--- config.mk ---
export PLATFORM = sky130hd
export DESIGN_NAME = pls_top
export DESIGN_NICKNAME = d
export VERILOG_FILES = /design/src/common/pls_pkg.sv /design/src/hw/pls_top.sv /design/src/hw/pls_xover.sv /design/src/hw/pls_fallback.sv
export VERILOG_INCLUDE_DIRS = /design/src /design/src/common
export SDC_FILE = /design/constraint.sdc
export NUM_CORES = 1
export LEC_CHECK = 0
export BUFFER_PORTS_ARGS = -buffer_cell sky130_fd_sc_hd__buf_2
export CAP_MARGIN = 20
export CELL_PAD_IN_SITES_DETAIL_PLACEMENT = 2
export CELL_PAD_IN_SITES_GLOBAL_PLACEMENT = 2
export CORE_ASPECT_RATIO = 1.4
export CORE_UTILIZATION = 30
export CTS_CLUSTER_SIZE = 8
export DETAILED_ROUTE_END_ITERATION = 7
export GPL_ROUTABILITY_DRIVEN = 1
export PLACE_DENSITY = 0.85
export SKIP_LAST_GASP = 1
export SLEW_MARGIN = 10
export SYNTH_ARGS = -nofsm -noshare
export SYNTH_HDL_FRONTEND = slang
export SYNTH_HIERARCHICAL = 1
export SYNTH_SLANG_ARGS = --single-unit
--- constraint.sdc ---
create_clock -name pclk -period 3.7 [get_ports pclk]
set_input_delay 0 -clock pclk [delete_from_list [all_inputs] [get_ports pclk]]
set_output_delay 0 -clock pclk [all_outputs]
set_load 0.02 [all_outputs]
--- src/common/pls_consts.svh ---
// Purpose: constants for the link start-up control block
// Assumes: APB, 32-bit data, byte addresses
// Notes: offsets are word aligned
`ifndef PLS_CONSTS_SVH
`define PLS_CONSTS_SVH
`define PLS_CTRL_OFF 12'h000
`define PLS_ADV_OFF 12'h004
`define PLS_STAT_OFF 12'h008
`define PLS_ERRCNT_OFF 12'h00c
`define PLS_CTRL_RST 32'h0000_000f
`define PLS_ADV_RST 32'h0000_0007
`define PLS_CTRL_CAPABILITY_EXCHANGE_EN 0
`define PLS_CTRL_XOVER_EN 1
`define PLS_CTRL_POL_EN 2
`define PLS_CTRL_XPAGE_EN 3
`define PLS_CTRL_RESTART 4
`define PLS_ATTEMPT_MAX 3
`define PLS_XOVER_TIME_US 10
`define PLS_XOVER_CYC ((`PLS_XOVER_TIME_US * 1000) / 10)
`define PLS_ERR_VAL 32'hdead_beef
`endif

--- src/common/pls_pkg.sv ---
// Purpose: types for the link start-up control block
// Assumes: one-hot state codes
// Notes: used with package scope only
package pls_pkg;
    typedef enum logic [5:0] {
        PLS_IDLE = 6'h01,
        PLS_XOVER = 6'h02,
        PLS_CAPABILITY_EXCHANGE = 6'h04,
        PLS_TRAIN = 6'h08,
        PLS_UP = 6'h10,
        PLS_PDET = 6'h20
    } pls_state_t;
    typedef enum logic [1:0] {
        PLS_SPD_10 = 2'h0,
        PLS_SPD_100 = 2'h1,
        PLS_SPD_1000 = 2'h2
    } pls_speed_t;
endpackage

--- src/hw/pls_top.sv ---
// Purpose: link start-up sequencing with APB registers
// Assumes: line status inputs synchronous to pclk
// Notes: one wait-state APB slave, PSLVERR on unmapped address
`timescale 1ns/10ps
`include "pls_consts.svh"
module pls_top (
    input wire logic pclk, // Core clock 100 MHz
    input wire logic presetn, // Async reset, active low
    input wire logic psel, // APB select
    input wire logic penable, // APB enable
    input wire logic pwrite, // APB write
    input wire logic [11:0] paddr, // APB byte address
    input wire logic [31:0] pwdata, // APB write data
    output logic [31:0] prdata, // APB read data
    output logic pready, // APB ready
    output logic pslverr, // APB error
    input wire logic lp_capability_exchange_ok, // Partner finished exchange
    input wire logic lp_no_capability_exchange, // Partner silent on exchange
    input wire logic [1:0] pdet_speed, // Parallel detected speed
    input wire logic [2:0] lp_abil, // Partner abilities 10/100/1000
    input wire logic lp_pulse_ok, // Valid link pulses seen
    input wire logic [3:0] pol_sense, // Pair polarity sense
    input wire logic train_ok, // Training completed
    input wire logic train_fail, // Training failed
    input wire logic cable_bad, // Cabling unfit for gigabit
    input wire logic sig_bad, // Signal integrity unfit
    input wire logic link_lost, // Link dropped on line
    output logic [1:0] xover_mode_o, // Crossover mode
    output logic [3:0] pol_inv_o, // Polarity inversion
    output logic capability_exchange_active, // Capability exchange running
    output logic xpage_active, // Extra page exchange running
    output logic [2:0] adv_o, // Abilities advertised
    output logic link_up_o, // Link established
    output logic [1:0] speed_o // Link speed
);
    logic [4:0] ctrl_ff, nxt_ctrl;
    logic [2:0] adv_ff, nxt_adv;
    logic [15:0] err_ff, nxt_err;
    logic [31:0] rd_ff, nxt_rd;
    logic rdy_ff, nxt_rdy;
    logic slv_ff, nxt_slv;
    pls_pkg::pls_state_t st_ff, nxt_st;
    pls_pkg::pls_speed_t spd_ff, nxt_spd;
    logic capability_exchange_ff, nxt_capability_exchange;
    logic xpg_ff, nxt_xpg;
    logic up_ff, nxt_up;
    logic xdone;
    logic [1:0] xmode;
    logic [3:0] pinv;
    logic fall;
    logic g_fail;
    logic g_up;
    logic fb_en;

    // Decode a byte address to a known register
    function automatic logic addr_hit(input logic [11:0] a);
        addr_hit = (a == `PLS_CTRL_OFF) || (a == `PLS_ADV_OFF) ||
            (a == `PLS_STAT_OFF) || (a == `PLS_ERRCNT_OFF);
    endfunction

    // Pick the highest common ability
    function automatic pls_pkg::pls_speed_t best(input logic [2:0] ab);
        if (ab[2]) begin
            best = pls_pkg::PLS_SPD_1000;
        end else if (ab[1]) begin
            best = pls_pkg::PLS_SPD_100;
        end else begin
            best = pls_pkg::PLS_SPD_10;
        end
    endfunction

    wire acc = psel && penable && !rdy_ff;
    wire wr = acc && pwrite && addr_hit(paddr);

    // Gigabit-only advertisement cannot fall back
    assign fb_en = (adv_ff[1:0] != 2'h0);
    assign g_fail = (st_ff == pls_pkg::PLS_TRAIN) && train_fail;
    assign g_up = (st_ff == pls_pkg::PLS_TRAIN) && train_ok;

    // Crossover and polarity helper
    pls_xover u_xover (
        .pclk(pclk),
        .presetn(presetn),
        .search(st_ff == pls_pkg::PLS_XOVER),
        .xover_en(ctrl_ff[`PLS_CTRL_XOVER_EN]),
        .pol_en(ctrl_ff[`PLS_CTRL_POL_EN]),
        .link_up(up_ff),
        .speed(spd_ff),
        .lp_pulse_ok(lp_pulse_ok),
        .pol_sense(pol_sense),
        .xover_mode(xmode),
        .pol_inv(pinv),
        .xover_done(xdone)
    );

    // Fallback decision helper
    pls_fallback u_fb (
        .pclk(pclk),
        .presetn(presetn),
        .enable(fb_en),
        .g_fail(g_fail),
        .g_up(g_up),
        .cable_bad(cable_bad && st_ff == pls_pkg::PLS_TRAIN),
        .sig_bad(sig_bad && st_ff == pls_pkg::PLS_TRAIN),
        .fall_pulse(fall)
    );

    // Register file and APB answer
    always_comb begin
        nxt_ctrl = ctrl_ff;
        nxt_adv = adv_ff;
        nxt_err = err_ff;
        nxt_rd = rd_ff;
        nxt_rdy = acc;
        nxt_slv = acc && !addr_hit(paddr);
        nxt_ctrl[`PLS_CTRL_RESTART] = 1'b0;
        if (wr && paddr == `PLS_CTRL_OFF) begin
            nxt_ctrl = pwdata[4:0];
        end
        if (wr && paddr == `PLS_ADV_OFF) begin
            nxt_adv = pwdata[2:0];
        end
        // Fallback wins over a software write to advertisement
        if (fall) begin
            nxt_adv[2] = 1'b0;
            if (err_ff != 16'hffff) begin
                nxt_err = err_ff + 16'h1;
            end
        end
        if (acc && !pwrite) begin
            case (paddr)
                `PLS_CTRL_OFF: nxt_rd = {27'h0, ctrl_ff};
                `PLS_ADV_OFF: nxt_rd = {29'h0, adv_ff};
                `PLS_STAT_OFF: nxt_rd = {22'h0, pinv, xmode,
                    spd_ff, up_ff, st_ff[0]};
                `PLS_ERRCNT_OFF: nxt_rd = {16'h0, err_ff};
                default: nxt_rd = 32'h0;
            endcase
        end
    end

    // Start-up sequencer next state
    always_comb begin
        nxt_st = st_ff;
        nxt_spd = spd_ff;
        nxt_capability_exchange = 1'b0;
        nxt_xpg = 1'b0;
        nxt_up = up_ff;
        unique case (st_ff)
            pls_pkg::PLS_IDLE: begin
                nxt_up = 1'b0;
                nxt_st = pls_pkg::PLS_XOVER;
            end
            pls_pkg::PLS_XOVER: begin
                if (xdone) begin
                    if (ctrl_ff[`PLS_CTRL_CAPABILITY_EXCHANGE_EN]) begin
                        nxt_st = pls_pkg::PLS_CAPABILITY_EXCHANGE;
                    end else begin
                        nxt_st = pls_pkg::PLS_PDET;
                    end
                end
            end
            pls_pkg::PLS_CAPABILITY_EXCHANGE: begin
                nxt_capability_exchange = 1'b1;
                // Extra pages carry gigabit ability unaided
                nxt_xpg = ctrl_ff[`PLS_CTRL_XPAGE_EN] && adv_ff[2];
                if (lp_no_capability_exchange) begin
                    nxt_st = pls_pkg::PLS_PDET;
                end else if (lp_capability_exchange_ok) begin
                    nxt_spd = best(adv_ff & lp_abil);
                    if (best(adv_ff & lp_abil) == pls_pkg::PLS_SPD_1000) begin
                        nxt_st = pls_pkg::PLS_TRAIN;
                    end else begin
                        nxt_st = pls_pkg::PLS_UP;
                        nxt_up = 1'b1;
                    end
                end
            end
            pls_pkg::PLS_PDET: begin
                nxt_spd = pls_pkg::pls_speed_t'(pdet_speed);
                if (lp_pulse_ok) begin
                    nxt_st = pls_pkg::PLS_UP;
                    nxt_up = 1'b1;
                end
            end
            pls_pkg::PLS_TRAIN: begin
                if (train_ok) begin
                    nxt_st = pls_pkg::PLS_UP;
                    nxt_up = 1'b1;
                end else if (train_fail || cable_bad || sig_bad) begin
                    nxt_st = pls_pkg::PLS_IDLE;
                end
            end
            pls_pkg::PLS_UP: begin
                if (link_lost) begin
                    nxt_st = pls_pkg::PLS_IDLE;
                    nxt_up = 1'b0;
                end
            end
            default: begin
                nxt_st = pls_pkg::PLS_IDLE;
            end
        endcase
        if (ctrl_ff[`PLS_CTRL_RESTART]) begin
            nxt_st = pls_pkg::PLS_IDLE;
            nxt_up = 1'b0;
        end
        // Exchange flags drop with the state so they never overlap link up
        if (nxt_st != pls_pkg::PLS_CAPABILITY_EXCHANGE) begin
            nxt_capability_exchange = 1'b0;
            nxt_xpg = 1'b0;
        end
    end

    // Register stage for all state
    always_ff @(posedge pclk or negedge presetn) begin
        if (!presetn) begin
            ctrl_ff <= 5'(`PLS_CTRL_RST);
            adv_ff <= 3'(`PLS_ADV_RST);
            err_ff <= 16'h0;
            rd_ff <= 32'h0;
            rdy_ff <= 1'b0;
            slv_ff <= 1'b0;
            st_ff <= pls_pkg::PLS_IDLE;
            spd_ff <= pls_pkg::PLS_SPD_10;
            capability_exchange_ff <= 1'b0;
            xpg_ff <= 1'b0;
            up_ff <= 1'b0;
        end else begin
            ctrl_ff <= nxt_ctrl;
            adv_ff <= nxt_adv;
            err_ff <= nxt_err;
            rd_ff <= nxt_rd;
            rdy_ff <= nxt_rdy;
            slv_ff <= nxt_slv;
            st_ff <= nxt_st;
            spd_ff <= nxt_spd;
            capability_exchange_ff <= nxt_capability_exchange;
            xpg_ff <= nxt_xpg;
            up_ff <= nxt_up;
        end
    end

    assign prdata = rd_ff;
    assign pready = rdy_ff;
    assign pslverr = slv_ff;
    assign xover_mode_o = xmode;
    assign pol_inv_o = pinv;
    assign capability_exchange_active = capability_exchange_ff;
    assign xpage_active = xpg_ff;
    assign adv_o = adv_ff;
    assign link_up_o = up_ff;
    assign speed_o = spd_ff;
endmodule

--- src/hw/pls_xover.sv ---
// Purpose: crossover mode search and receive polarity hold
// Assumes: link pulse and pair polarity qualifiers from the analog front end
// Notes: polarity is held while link is up
`timescale 1ns/10ps
`include "pls_consts.svh"
module pls_xover (
    input wire logic pclk, // Core clock
    input wire logic presetn, // Async reset, active low
    input wire logic search, // Crossover search active
    input wire logic xover_en, // Crossover correction enable
    input wire logic pol_en, // Polarity correction enable
    input wire logic link_up, // Link established
    input wire logic [1:0] speed, // Resolved speed
    input wire logic lp_pulse_ok, // Valid link pulses seen
    input wire logic [3:0] pol_sense, // Pair polarity sense
    output logic [1:0] xover_mode, // Crossover mode 0..3
    output logic [3:0] pol_inv, // Receive polarity inversion
    output logic xover_done // Search has locked
);
    logic [1:0] mode_ff, nxt_mode;
    logic [3:0] pol_ff, nxt_pol;
    logic [13:0] tmr_ff, nxt_tmr;
    logic done_ff, nxt_done;
    // Next values: step modes until partner pulses are seen
    always_comb begin
        nxt_mode = mode_ff;
        nxt_pol = pol_ff;
        nxt_tmr = tmr_ff;
        nxt_done = done_ff;
        if (!xover_en) begin
            nxt_mode = 2'h0;
            nxt_done = search;
        end else if (search && !done_ff) begin
            if (lp_pulse_ok) begin
                nxt_done = 1'b1;
            end else if (tmr_ff == 14'(`PLS_XOVER_CYC - 1)) begin
                nxt_tmr = 14'h0;
                // Slow speeds use only two distinct modes
                if (speed != pls_pkg::PLS_SPD_1000) begin
                    nxt_mode = {1'b0, ~mode_ff[0]};
                end else begin
                    nxt_mode = mode_ff + 2'h1;
                end
            end else begin
                nxt_tmr = tmr_ff + 14'h1;
            end
        end else if (!search) begin
            nxt_done = 1'b0;
            nxt_tmr = 14'h0;
        end
        // Polarity follows sense only while the link is down and speed is not 100M
        if (!pol_en) begin
            nxt_pol = 4'h0;
        end else if (!link_up) begin
            if (speed == pls_pkg::PLS_SPD_100) begin
                nxt_pol = 4'h0;
            end else begin
                nxt_pol = pol_sense;
            end
        end
    end
    // Register stage
    always_ff @(posedge pclk or negedge presetn) begin
        if (!presetn) begin
            mode_ff <= 2'h0;
            pol_ff <= 4'h0;
            tmr_ff <= 14'h0;
            done_ff <= 1'b0;
        end else begin
            mode_ff <= nxt_mode;
            pol_ff <= nxt_pol;
            tmr_ff <= nxt_tmr;
            done_ff <= nxt_done;
        end
    end
    assign xover_mode = mode_ff;
    assign pol_inv = pol_ff;
    assign xover_done = done_ff;
endmodule

--- src/hw/pls_fallback.sv ---
// Purpose: gigabit attempt counting and speed fallback decision
// Assumes: one-cycle event pulses
// Notes: attempt counter saturates
`timescale 1ns/10ps
`include "pls_consts.svh"
module pls_fallback (
    input wire logic pclk, // Core clock
    input wire logic presetn, // Async reset, active low
    input wire logic enable, // Fallback allowed
    input wire logic g_fail, // Gigabit attempt failed
    input wire logic g_up, // Gigabit link came up
    input wire logic cable_bad, // Cabling unfit for gigabit
    input wire logic sig_bad, // Signal integrity unfit
    output logic fall_pulse // Fallback decision taken
);
    logic [2:0] cnt_ff, nxt_cnt;
    logic fall_ff, nxt_fall;
    // Next values for counter and decision
    always_comb begin
        nxt_cnt = cnt_ff;
        nxt_fall = 1'b0;
        if (g_up) begin
            nxt_cnt = 3'h0;
        end else if (g_fail && cnt_ff != 3'h7) begin
            nxt_cnt = cnt_ff + 3'h1;
        end
        if (enable && !g_up) begin
            if (cable_bad || sig_bad) begin
                nxt_fall = 1'b1;
            end else if (cnt_ff > 3'(`PLS_ATTEMPT_MAX)) begin
                nxt_fall = 1'b1;
            end
        end
        if (nxt_fall) begin
            nxt_cnt = 3'h0;
        end
    end
    // Register stage
    always_ff @(posedge pclk or negedge presetn) begin
        if (!presetn) begin
            cnt_ff <= 3'h0;
            fall_ff <= 1'b0;
        end else begin
            cnt_ff <= nxt_cnt;
            fall_ff <= nxt_fall;
        end
    end
    assign fall_pulse = fall_ff;
endmodule

==> flow_metrics.py <==
metrics = {
    "status": {
        "outcome": "completed",
    },
    "route": {
        "ant_nets": 0,
        "post_drt_wl_per_cell_um": 19.6,
        "finalWirelength_um": 13800,
        "drtPass1Iterations": 4,
        "num_vias": 3746,
        "drt_iter0_markers": 129,
        "drc": 0,
        "viasPerCell": 5.32,
    },
    "clock_network": {
        "cts-root-buf": "clkbuf_16",
        "numCtsBuffers": 9,
        "cts.sinks": 78,
        "htreeDepth": 3,
        "clock_latency_ps": 340,
        "clockBufferDepth": 2,
        "cts_tree": "yes",
        "clkTransAtPathRegs_ps": 60,
    },
    "sta": {
        "slew_violations": 0,
        "layout_setup_ws_ps": 786,
        "finalCritPeriodShare_pct": 78.8,
        "fmax_mhz": 343,
        "tightest_slew_ps": 918,
        "setup_tns_ps": 0,
        "slew_headroom_pct": 38.3,
        "clock_skew_ps": 9.72,
        "finalHoldViolCount": 0,
        "post-route-min-period_ps": 2910,
        "rsz0062_at_grt": "false",
        "final-setup-viol-count": 0,
    },
    "floorplan": {
        "row_count": 51,
        "core_um2": 14000,
        "die-height_um": 144,
        "die_area_um2": 14800,
        "io_pins": 114,
        "die_w_um": 103,
        "start_util_pct": 30.8,
    },
    "grt": {
        "grt_antenna_before_repair": 1,
        "grtUsageTotal_pct": 19.9,
        "grt_first_pass_wirelength_um": 22100,
        "grt-ovfl-total": 0,
        "grt_max_degree": 79,
        "grt_pass1_vias": 4294,
    },
    "worst_setup_path": {
        "worstPathCellList": "or4_1 -> or3b_2 -> inv_1 -> inv_1 -> or3_1 -> o21a_1 -> o31a_1",
        "reg2reg_depth": 7,
        "slowest_delay_ps": 590,
        "worstPathRequired_ps": 3930,
        "crit_fanout": 10,
        "startpoint_type": "flip-flop",
        "r2r_slack_ps": 790,
        "crit_buf_inv": 2,
        "crit_start": "st_ff[3]",
        "cp_top_family": "simple AND/OR/NAND/NOR gates",
        "end_kind": "flip-flop",
        "cp_common_cell": "inv_1",
        "critPathKind": "reg -> reg",
        "r2r-start": "st_ff[3]",
        "cp_slowest_cell": "or4_1",
        "worstSetupEndpoint": "u_xover/xover_mode[1]",
        "arrival_ps": 3140,
        "cp_num_cells": 7,
        "r2r_end": "u_xover/xover_mode[1]",
    },
    "cells_and_area": {
        "finalInstanceArea_um2": 5260,
        "fin_nets": 585,
        "syn2layout_area_growth_pct": 22.1,
        "drive_above_1_share_pct": 25.1,
        "multiInputGateArea_um2": 2150,
        "fill_cells": 1502,
        "register_area_um2": 1960,
    },
    "synthesis": {
        "synthTopCellsByCount": "dfrtp_1, nand2_1, nor2_1, o21ai_0",
        "yosys.area_share.simple_pct": 24.2,
        "synth_area_per_cell_um2": 10.1,
        "yosysMostFrequentCell": "dfrtp_1",
        "synth_xor_area_share_pct": 3.46,
        "async_flop_share_pct": 100,
        "netlist_area_um2": 4300,
        "yosysTopAreaCellShare_pct": 40.7,
        "muxShareOfSynthArea_pct": 6.60,
        "synth.distinct_cells": 73,
        "netlist_top_cells_area": "dfrtp_1, dfstp_2, nand2_1",
        "yosys_warnings": 6,
        "syn-instance-count": 424,
        "synth_top_family_by_area": "simple AND/OR/NAND/NOR gates",
        "ys.flop_type": "dfrtp_1",
        "synth_edf_count": 0,
        "synth_top_cell_by_area": "dfrtp_1",
        "synth-seq-area-share_pct": 45.6,
        "ys_seq_elements": 78,
        "synthAdderAreaFrac_pct": 1.74,
        "synth_compound_area_share_pct": 12.5,
    },
    "placement": {
        "place_area_um2": 4780,
        "dp_slack_ps": 835,
        "routabilityCongestion": 0.817,
        "place_hpwl_um": 9940,
        "numPortBuffers": 69,
    },
    "hold_path": {
        "hold_path.startpoint": "paddr[8]",
        "min_path_type": "in -> reg",
    },
    "power": {
        "p_per_area_nw_per_um2": 401,
        "ir_worst_vdd_mv": 0.189,
        "leakagePower_nw": 2.46,
    },
    "flow_run": {
        "cap_violations": 0,
    },
}
-- power breakdown --
part	internal [mW]	switching, mW	total, mW
Combinational	0.117	0.203	0.320
Sequential	0.879	0.0451	0.924
Clock	0.469	0.396	0.865
Total	1.46	0.644	2.11
-- per-layer routing --
| metal | up-vias | track usage (%) | share of wire [%] |
|---|---|---|---|
| li1 | 1708 | - | - |
| met1 | 1913 | 21.6 | 39 |
| met2 | 99 | 36.9 | 55 |
| met3 | 26 | 3.31 | 3.7 |
| met4 | 0 | 8.97 | 2.7 |
| met5 | - | 0 | 0 |
-- final cells by class --
| cell class | count | share of cell area (%) |
|---|---|---|
| multi-input cells | 317 | 40.9 |
| flip-flops and latches | 78 | 37.3 |
| repair buffers | 88 | 10.5 |
| well taps | 185 | 4.40 |
| clock buffers | 9 | 4.29 |
| inverters | 19 | 1.36 |
| clock inverters | 7 | 1.19 |
| diodes | 1 | 0.0476 |
-- flip-flops by register name (all words and copies together), names as in the netlist --
name,count
err_ff,16
prdata,16
u_xover/tmr_ff,14
st_ff,6
ctrl_ff,5
u_xover/pol_inv,4
adv_o,3
u_fb/cnt_ff,3
speed_o,2
u_xover/xover_mode,2
capability_exchange_active,1
link_up_o,1
pready,1
pslverr,1
u_fb/fall_pulse,1
u_xover/xover_done,1
xpage_active,1
-- cell families after synthesis --
logic type	count (synthesis)
XOR/XNOR	17
other	1
AO/OA/AOI/OAI	73
multiplexers	23
AND/OR/NAND/NOR	182
flip-flops	78
adder cells (fa/ha/maj)	6
buffers and inverters	44
-- worst min path at each step --
stage,endpoint,slack [ps],cells past startpoint
2_1_floorplan,capability_exchange_active,-300,0
3_3_place_gp,u_xover/tmr_ff[2],220,1
3_5_place_dp,ctrl_ff[4],230,2
4_1_cts,st_ff[3],2,4
5_1_grt,u_xover/pol_inv[1],60,4
6_report,prdata[0],20,4
-- placed cells by master, fill, tap and decap left out, types with 14 or more instances in the layout --
master and n:
xor2_1 14, dfrtp_1 70, nor2_1 24, dlygate4sd3_1 16
buf_2 68, nor3_1 18, inv_1 18, o21ai_0 19
nand2_1 37, nand3_1 14, conb_1 16
-- per-stage QoR --
stage / hold WS [ps] / power (mW) / utilization (%) / std cells
global placement: 224 / 1.22 / 34.2 / 670
detailed placement: 232 / 1.23 / 34.2 / 670
finish: 24.0 / 2.11 / 37.6 / 704
global route: 59.0 / 2.19 / 37.6 / 704
CTS: 2.06 / 2.13 / 37.4 / 702
floorplan: -296 / 1.13 / - / 439
-- what timing repair did --
action,4_1_cts,5_1_grt
buffers inserted,0,0
endpoints found under the hold margin,84,0
hold buffers,16,0
resized for setup,0,0
-- worst min-delay path, delay by kind of cell --
kind,cells,cell delay [ps]
and+or+nand+nor,2,140
buffers and inverters,1,90
AOI/OAI and AO/OA,1,80
No activity file was read; power rests on OpenSTA's default activity.
